`src/rtl/acmp_consts.svh`:
```
// constants and register layout of the analog comparator control block
`ifndef ACMP_CONSTS_SVH
`define ACMP_CONSTS_SVH

`define ACMP_ADDR_W 12
`define ACMP_OFS_SFIO 12'h000
`define ACMP_OFS_CSR 12'h004
`define ACMP_OFS_IRQ_STAT 12'h008
`define ACMP_OFS_IRQ_MASK 12'h00C

`define ACMP_SFIO_RESET 8'h00
`define ACMP_SFIO_WMASK 8'hEF
`define ACMP_SFIO_MUXEN_BIT 3

`define ACMP_CSR_DISABLE_BIT 7
`define ACMP_CSR_BGSEL_BIT 6
`define ACMP_CSR_OUT_BIT 5
`define ACMP_CSR_FLAG_BIT 4
`define ACMP_CSR_IRQEN_BIT 3
`define ACMP_CSR_CAPEN_BIT 2
`define ACMP_CSR_MODE_HI_BIT 1
`define ACMP_CSR_MODE_LO_BIT 0

`define ACMP_MODE_TOGGLE 2'h0
`define ACMP_MODE_RESERVED 2'h1
`define ACMP_MODE_FALL 2'h2
`define ACMP_MODE_RISE 2'h3

`define ACMP_IRQ_W 2
`define ACMP_IRQ_FLAG_BIT 0
`define ACMP_IRQ_TOGGLE_BIT 1

`define ACMP_SYNC_STAGES 2
`define ACMP_SRC_NEG_PIN 4'h0
`define ACMP_SRC_POS_PIN 1'h0
`define ACMP_SRC_BANDGAP 1'h1

`endif

```
`src/rtl/acmp_pkg.sv`:
```
// shared types of the analog comparator control block
package acmp_pkg;
   typedef logic [7:0] acmp_byte_t;
   typedef logic [1:0] acmp_mode_t;
   typedef logic [3:0] acmp_src_t;
endpackage

```
`src/rtl/acmp_top.sv`:
```
// comparator input selection, sync, events, irq and apb registers
`timescale 1ns/1ps
`include "acmp_consts.svh"
module acmp_top import acmp_pkg::*; #(
   parameter int AW = 10,
   parameter int NCH = 8
) (
   input wire logic i_ref_clk,
   input wire logic i_rst,
   input wire logic i_psel,
   input wire logic i_penable,
   input wire logic i_pwrite,
   input wire logic [`ACMP_ADDR_W-1:0] i_paddr,
   input wire logic [31:0] i_pwdata,
   input wire logic [3:0] i_pstrb,
   output logic [31:0] o_prdata,
   output logic o_pready,
   output logic o_pslverr,
   input wire logic [AW-1:0] i_positive_pin,
   input wire logic [AW-1:0] i_negative_pin,
   input wire logic [AW-1:0] i_bandgap_level,
   input wire logic [NCH-1:0][AW-1:0] i_converter_inputs,
   input wire logic i_converter_enable,
   input wire logic [2:0] i_channel_select,
   input wire logic i_global_irq_enable,
   input wire logic i_irq_vector_ack,
   output logic o_cmp_irq_req,
   output logic o_capture_input,
   output logic o_cmp_power_on,
   output logic o_pos_source,
   output logic [3:0] o_neg_source,
   output logic o_irq
);
   acmp_byte_t sfio_ff;
   logic disable_ff;
   logic bgsel_ff;
   logic flag_ff;
   logic irqen_ff;
   logic capen_ff;
   acmp_mode_t mode_ff;
   logic [`ACMP_IRQ_W-1:0] irq_stat_ff;
   logic [`ACMP_IRQ_W-1:0] irq_mask_ff;
   logic prev_ff;
   logic [31:0] prdata_ff;
   logic pready_ff;
   logic pslverr_ff;
   logic cmp_irq_req_ff;
   logic capture_ff;
   logic pos_src_ff;
   acmp_src_t neg_src_ff;
   logic irq_ff;

   logic setup;
   logic wr_fire;
   logic lane0;
   logic hit_sfio;
   logic hit_csr;
   logic hit_stat;
   logic hit_mask;
   logic mapped;
   logic mux_active;
   logic [AW-1:0] pos_val;
   logic [AW-1:0] neg_val;
   logic raw_result;
   logic cmp_sync;
   logic rise;
   logic fall;
   logic event_hit;
   logic flag_clr;
   acmp_byte_t csr_view;
   logic [31:0] nxt_prdata;
   logic [`ACMP_IRQ_W-1:0] irq_set;

   // ---------------- apb decode ----------------
   assign setup = i_psel & ~i_penable;
   assign wr_fire = i_psel & i_penable & pready_ff & i_pwrite;
   assign lane0 = i_pstrb[0];
   assign hit_sfio = (i_paddr == `ACMP_OFS_SFIO);
   assign hit_csr = (i_paddr == `ACMP_OFS_CSR);
   assign hit_stat = (i_paddr == `ACMP_OFS_IRQ_STAT);
   assign hit_mask = (i_paddr == `ACMP_OFS_IRQ_MASK);
   assign mapped = hit_sfio | hit_csr | hit_stat | hit_mask;

   // ---------------- analog front end model ----------------
   assign mux_active = sfio_ff[`ACMP_SFIO_MUXEN_BIT] &
      ~i_converter_enable;
   assign neg_val = mux_active ? i_converter_inputs[i_channel_select] :
      i_negative_pin;
   assign pos_val = bgsel_ff ? i_bandgap_level : i_positive_pin;
   // powered-off comparator rests low
   assign raw_result = ~disable_ff & (pos_val > neg_val);

   acmp_sync #(
      .STAGES(`ACMP_SYNC_STAGES)
   ) u_sync (
      .i_ref_clk(i_ref_clk),
      .i_rst(i_rst),
      .i_d(raw_result),
      .o_q(cmp_sync)
   );

   // ---------------- event detection ----------------
   assign rise = cmp_sync & ~prev_ff;
   assign fall = ~cmp_sync & prev_ff;

   always_comb begin
      unique case (mode_ff)
         `ACMP_MODE_TOGGLE: event_hit = rise | fall;
         `ACMP_MODE_RESERVED: event_hit = 1'b0;
         `ACMP_MODE_FALL: event_hit = fall;
         `ACMP_MODE_RISE: event_hit = rise;
      endcase
   end

   always_ff @(posedge i_ref_clk or posedge i_rst) begin
      if (i_rst) begin
         prev_ff <= 1'b0;
      end else begin
         prev_ff <= cmp_sync;
      end
   end

   // ---------------- special function register ----------------
   always_ff @(posedge i_ref_clk or posedge i_rst) begin
      if (i_rst) begin
         sfio_ff <= `ACMP_SFIO_RESET;
      end else if (wr_fire & hit_sfio & lane0) begin
         sfio_ff <= i_pwdata[7:0] & `ACMP_SFIO_WMASK;
      end
   end

   // ---------------- control and status register ----------------
   always_ff @(posedge i_ref_clk or posedge i_rst) begin
      if (i_rst) begin
         disable_ff <= 1'b0;
         bgsel_ff <= 1'b0;
         irqen_ff <= 1'b0;
         capen_ff <= 1'b0;
         mode_ff <= `ACMP_MODE_TOGGLE;
      end else if (wr_fire & hit_csr & lane0) begin
         disable_ff <= i_pwdata[`ACMP_CSR_DISABLE_BIT];
         bgsel_ff <= i_pwdata[`ACMP_CSR_BGSEL_BIT];
         irqen_ff <= i_pwdata[`ACMP_CSR_IRQEN_BIT];
         capen_ff <= i_pwdata[`ACMP_CSR_CAPEN_BIT];
         mode_ff <= {i_pwdata[`ACMP_CSR_MODE_HI_BIT],
            i_pwdata[`ACMP_CSR_MODE_LO_BIT]};
      end
   end

   // an event in the clearing cycle wins over the clear
   assign flag_clr = (wr_fire & hit_csr & lane0 &
      i_pwdata[`ACMP_CSR_FLAG_BIT]) | i_irq_vector_ack;

   always_ff @(posedge i_ref_clk or posedge i_rst) begin
      if (i_rst) begin
         flag_ff <= 1'b0;
      end else if (event_hit) begin
         flag_ff <= 1'b1;
      end else if (flag_clr) begin
         flag_ff <= 1'b0;
      end
   end

   always_comb begin
      csr_view = '0;
      csr_view[`ACMP_CSR_DISABLE_BIT] = disable_ff;
      csr_view[`ACMP_CSR_BGSEL_BIT] = bgsel_ff;
      csr_view[`ACMP_CSR_OUT_BIT] = cmp_sync;
      csr_view[`ACMP_CSR_FLAG_BIT] = flag_ff;
      csr_view[`ACMP_CSR_IRQEN_BIT] = irqen_ff;
      csr_view[`ACMP_CSR_CAPEN_BIT] = capen_ff;
      csr_view[`ACMP_CSR_MODE_HI_BIT] = mode_ff[1];
      csr_view[`ACMP_CSR_MODE_LO_BIT] = mode_ff[0];
   end

   // ---------------- system interrupt status and mask ----------------
   always_comb begin
      irq_set = '0;
      irq_set[`ACMP_IRQ_FLAG_BIT] = event_hit;
      irq_set[`ACMP_IRQ_TOGGLE_BIT] = rise | fall;
   end

   always_ff @(posedge i_ref_clk or posedge i_rst) begin
      if (i_rst) begin
         irq_stat_ff <= '0;
      end else if (wr_fire & hit_stat & lane0) begin
         irq_stat_ff <= (irq_stat_ff & ~i_pwdata[`ACMP_IRQ_W-1:0]) |
            irq_set;
      end else begin
         irq_stat_ff <= irq_stat_ff | irq_set;
      end
   end

   always_ff @(posedge i_ref_clk or posedge i_rst) begin
      if (i_rst) begin
         irq_mask_ff <= '0;
      end else if (wr_fire & hit_mask & lane0) begin
         irq_mask_ff <= i_pwdata[`ACMP_IRQ_W-1:0];
      end
   end

   // ---------------- apb read path ----------------
   always_comb begin
      nxt_prdata = '0;
      if (hit_sfio) begin
         nxt_prdata[7:0] = sfio_ff;
      end else if (hit_csr) begin
         nxt_prdata[7:0] = csr_view;
      end else if (hit_stat) begin
         nxt_prdata[`ACMP_IRQ_W-1:0] = irq_stat_ff;
      end else if (hit_mask) begin
         nxt_prdata[`ACMP_IRQ_W-1:0] = irq_mask_ff;
      end
   end

   // zero wait: data captured at setup, ready in the first access cycle
   always_ff @(posedge i_ref_clk or posedge i_rst) begin
      if (i_rst) begin
         prdata_ff <= '0;
         pready_ff <= 1'b0;
         pslverr_ff <= 1'b0;
      end else begin
         pready_ff <= setup;
         pslverr_ff <= setup & ~mapped;
         if (setup & ~i_pwrite) begin
            prdata_ff <= nxt_prdata;
         end
      end
   end

   // ---------------- registered block outputs ----------------
   always_ff @(posedge i_ref_clk or posedge i_rst) begin
      if (i_rst) begin
         cmp_irq_req_ff <= 1'b0;
         irq_ff <= 1'b0;
      end else begin
         cmp_irq_req_ff <= flag_ff & irqen_ff & i_global_irq_enable;
         irq_ff <= |(irq_stat_ff & irq_mask_ff);
      end
   end

   // gated to zero so the timer sees no stale level when disconnected
   always_ff @(posedge i_ref_clk or posedge i_rst) begin
      if (i_rst) begin
         capture_ff <= 1'b0;
      end else begin
         capture_ff <= capen_ff & cmp_sync;
      end
   end

   always_ff @(posedge i_ref_clk or posedge i_rst) begin
      if (i_rst) begin
         pos_src_ff <= `ACMP_SRC_POS_PIN;
         neg_src_ff <= `ACMP_SRC_NEG_PIN;
      end else begin
         pos_src_ff <= bgsel_ff ? `ACMP_SRC_BANDGAP : `ACMP_SRC_POS_PIN;
         neg_src_ff <= mux_active ? acmp_src_t'({1'b0, i_channel_select} +
            4'h1) : `ACMP_SRC_NEG_PIN;
      end
   end

   assign o_prdata = prdata_ff;
   assign o_pready = pready_ff;
   assign o_pslverr = pslverr_ff;
   assign o_cmp_irq_req = cmp_irq_req_ff;
   assign o_capture_input = capture_ff;
   assign o_cmp_power_on = ~disable_ff;
   assign o_pos_source = pos_src_ff;
   assign o_neg_source = neg_src_ff;
   assign o_irq = irq_ff;
endmodule // acmp_top

```
`src/rtl/acmp_sync.sv`:
```
// multi-stage level synchroniser
`timescale 1ns/1ps
module acmp_sync #(
   parameter int STAGES = 2
) (
   input wire logic i_ref_clk,
   input wire logic i_rst,
   input wire logic i_d,
   output logic o_q
);
   logic [STAGES-1:0] chain_ff;

   // only the last stage is read outside
   always_ff @(posedge i_ref_clk or posedge i_rst) begin
      if (i_rst) begin
         chain_ff <= '0;
      end else begin
         chain_ff <= {chain_ff[STAGES-2:0], i_d};
      end
   end

   assign o_q = chain_ff[STAGES-1];
endmodule // acmp_sync

```
`config.mk`:
```
export PLATFORM = sky130hd
export DESIGN_NAME = acmp_top
export DESIGN_NICKNAME = d
export VERILOG_FILES = /design/src/rtl/acmp_pkg.sv /design/src/rtl/acmp_top.sv /design/src/rtl/acmp_sync.sv
export VERILOG_INCLUDE_DIRS = /design/src /design/src/rtl
export SDC_FILE = /design/constraint.sdc
export NUM_CORES = 1
export LEC_CHECK = 0
export ABC_AREA = 1
export BUFFER_PORTS_ARGS = -buffer_cell sky130_fd_sc_hd__clkbuf_2
export CORE_UTILIZATION = 43
export CTS_BUF_LIST = sky130_fd_sc_hd__clkbuf_4
export CTS_CLUSTER_DIAMETER = 200
export DETAILED_ROUTE_END_ITERATION = 6
export PLACE_DENSITY_LB_ADDON = 0.1
export SYNTH_ARGS = -nofsm -noshare
export SYNTH_HDL_FRONTEND = slang
export SYNTH_HIERARCHICAL = 1
export SYNTH_SLANG_ARGS = --single-unit
```
`constraint.sdc`:
```
create_clock -name i_ref_clk -period 2.4 [get_ports i_ref_clk]
set_input_delay 0.36 -clock i_ref_clk [delete_from_list [all_inputs] [get_ports i_ref_clk]]
set_output_delay 0.36 -clock i_ref_clk [all_outputs]
set_load 0.01 [all_outputs]
```
==> impl_metrics.toml <==
[synth]
yosysWarnings = 6
synth_top_area_share = 0.316
synth_area_leaders = "dfrtp_1 32%, nand2_1 14%, nor2_1 8.6%, o21ai_0 6.6%, buf_4 5.8%"
syn-cell-area_um2 = 3090
syn_inst = 458
synth_seq_area_share = 0.316
ys_types = 36
synth_seq_cells = 39
syn_area_per_cell_um2 = 6.75
yosys.area.top_type = "dfrtp_1"

[flow_run]
max-cap-violations = 0

[finish]
utilization = 0.580
drive_gt1_frac = 0.306
stdcell_count = 710
antenna_cells = 0
stdcell_area_um2 = 3980
area_growth_pct = 28.9
nFillCells = 715
fin_nets = 795

[timing]
post-route-period-util = 0.843
setup_viol = 0
finClkSkew_ns = 0.00729
period_needed_ns = 2.02
hold_violations = 0
rsz0062_at_grt = "no"
fin_tns_setup_ns = 0
fmax_mhz = 494
drv_slew = 0

[worst_setup_path]
crit_path_max_incr_delay_ns = 0.37
path_buf_inv = 4
cp_max_fo = 8
end_kind = "register"
cp_top_family = "buffers and inverters"
crit_type = "reg -> reg"
crit_arrival_ns = 2.27
required_ns = 2.65
worstPathCellList = "inv_1 > nor2_1 > inv_1 > buf_4 > mux2i_1 > ha_1 > nand2_1 > nor2_1 > o211ai_1 > nand3_1 > nand3_1 > inv_1"
crit_path_frequent_cell = "inv_1"
critPathSlowestCell = "dfrtp_1"
start_kind = "register"

[power_and_ir_drop]
leakage_nw = 2.30
powerDensity_nw_per_um2 = 345
fin_total_pwr_w = 0.00138
vdd_drop_max_uv = 201

[place]
dpl_cell_area_um2 = 3920
hpwl_um = 6750
io_buffers = 160
gp_congestion = 0.828
placed_cells = 701

[die]
core_area_um2 = 6870
die_h_um = 86.8
rows = 30
start_util = 0.450
dieArea_um2 = 7530
num_io_pins = 212
die-width_um = 86.8

[clock_tree]
clockBufferDepth = 2
clkLatencyLatePin_ns = 0.34
clkSinkCount = 39
cts_tree = "done"
htree_levels = 2
cts_root_buf = "clkbuf_4"
cts_buffers = 5
ctsResizeCount = 0
path_clk_slew_ns = 0.11
post_cts_buffers = 0

[detailed_routing]
wl_um = 8080
first_pass_iters = 4
first_iter_violations = 79
viasPerCell = 4.66
ant_nets = 0
drc = 0
wire_per_inst_um = 11.4
vias = 3311

[grt]
grt_pass1_vias = 3081
grt_pass1_wl_um = 13300
grt_start_max_net_pins = 42
antenna_found_initial = 0
grt.overflow.total = 0
grtUsageTotal = 0.225

[run_status]
status = "completed"

[hold_path]
hp-class = "in -> reg"
==> routing by layer <==
metal / wire length (um) / share of wire / global-route usage / vias up
met1: 3190 / 0.39 / 0.243 / 1442
met4: 144 / 0.018 / 0.0621 / 0
met3: 403 / 0.050 / 0.0419 / 14
li1: - / - / - / 1747
met2: 4340 / 0.54 / 0.440 / 108
met5: 0 / 0 / 0 / -
==> final cells by class <==
cell class | count | area (um2) | area share
sequential | 39 | 976 | 0.245
multi-input combinational | 362 | 1800 | 0.451
inverter | 37 | 139 | 0.0349
clock inverter | 3 | 15.0 | 0.00377
timing repair buffer | 168 | 901 | 0.226
clock buffer | 5 | 37.5 | 0.00942
tap | 96 | 120 | 0.0302
==> path summary, 6_finish.rpt <==
check / startpoint / end / slack [ns] / cells after the start
max in group asynchronous: i_rst / o_pslverr / 1.40 / 4
hold / removal: i_global_irq_enable / o_cmp_irq_req / 0.21 / 3
setup reg to reg: sfio_ff[3] / u_sync/chain_ff[0] / 0.38 / 12
setup / recovery: sfio_ff[3] / u_sync/chain_ff[0] / 0.38 / 12
min in group asynchronous: i_rst / o_neg_source[0] / 0.39 / 3
hold reg to reg: u_sync/chain_ff[0] / u_sync/chain_ff[1] / 0.37 / 0
==> state kept, by name, summed over array words and instances, names as in the netlist <==
signal           count
o_capture_input      1
irq_mask_ff          2
o_neg_source         4
flag_ff              1
disable_ff           1
bgsel_ff             1
o_pos_source         1
mode_ff              2
o_pslverr            1
capen_ff             1
o_pready             1
o_cmp_irq_req        1
o_irq                1
irqen_ff             1
o_prdata             8
u_sync/chain_ff      2
prev_ff              1
sfio_ff              7
irq_stat_ff          2
==> logic make-up after synthesis <==
kind of cell               Yosys count  share of synthesized area
muxes                                9                     0.0291
DFF                                 39                      0.316
buffers and inverters               80                      0.132
adders and majority gates           13                     0.0526
AOI/OAI and AO/OA                   93                      0.164
and+or+nand+nor                    223                      0.306
other                                1                    0.00121
==> stage by stage <==
step,setup slack [ns],hold slack (ns)
3_5_place_dp,0.144,0.210
6_report,0.377,0.209
4_1_cts,0.370,0.189
2_1_floorplan,0.370,0.101
3_3_place_gp,0.197,0.209
5_1_grt,0.217,0.214
==> power by group <==
part | switching [W] | total (W) | internal (W)
clock network | 0.000207 | 0.000315 | 0.000107
registers | 0.00000151 | 0.000664 | 0.000662
logic | 0.000218 | 0.000397 | 0.000179
==> placed cells by master, fill, tap and decap left out, drive strengths merged, types with 7 or more instances in the layout <==
master	n
dfrtp	39
buf	7
o22ai	8
nand3	18
a21oi	18
mux2i	9
nand2	122
o21ai	61
conb	24
inv	35
clkbuf	165
ha	13
nor2	74
==> synthesized netlist by cell type (all sizes together) <==
cell type	count
nand2	122
a21oi	18
o22ai	8
mux2i	9
buf	34
a21boi	1
o21a	1
clkinv	2
o221ai	1
inv	35
dfrtp	39
nand4	4
and3	1
a22o	1
nor3	4
nor2	74
o21ai	61
clkbuf	9
nand3	18
o211ai	1
conb	1
o31ai	1
ha	13
==> tightest hold or removal path, stage by stage <==
cell and delay (ns):
clkbuf_2 0.08, nand2_1 0.05, nor2_1 0.03
==> timing repair <==
action,4_1_cts,5_1_grt
hold buffers,1,0
setup endpoints to repair,0,0
endpoints found under the hold margin,3,0
Power figures use the tool's default switching activity.
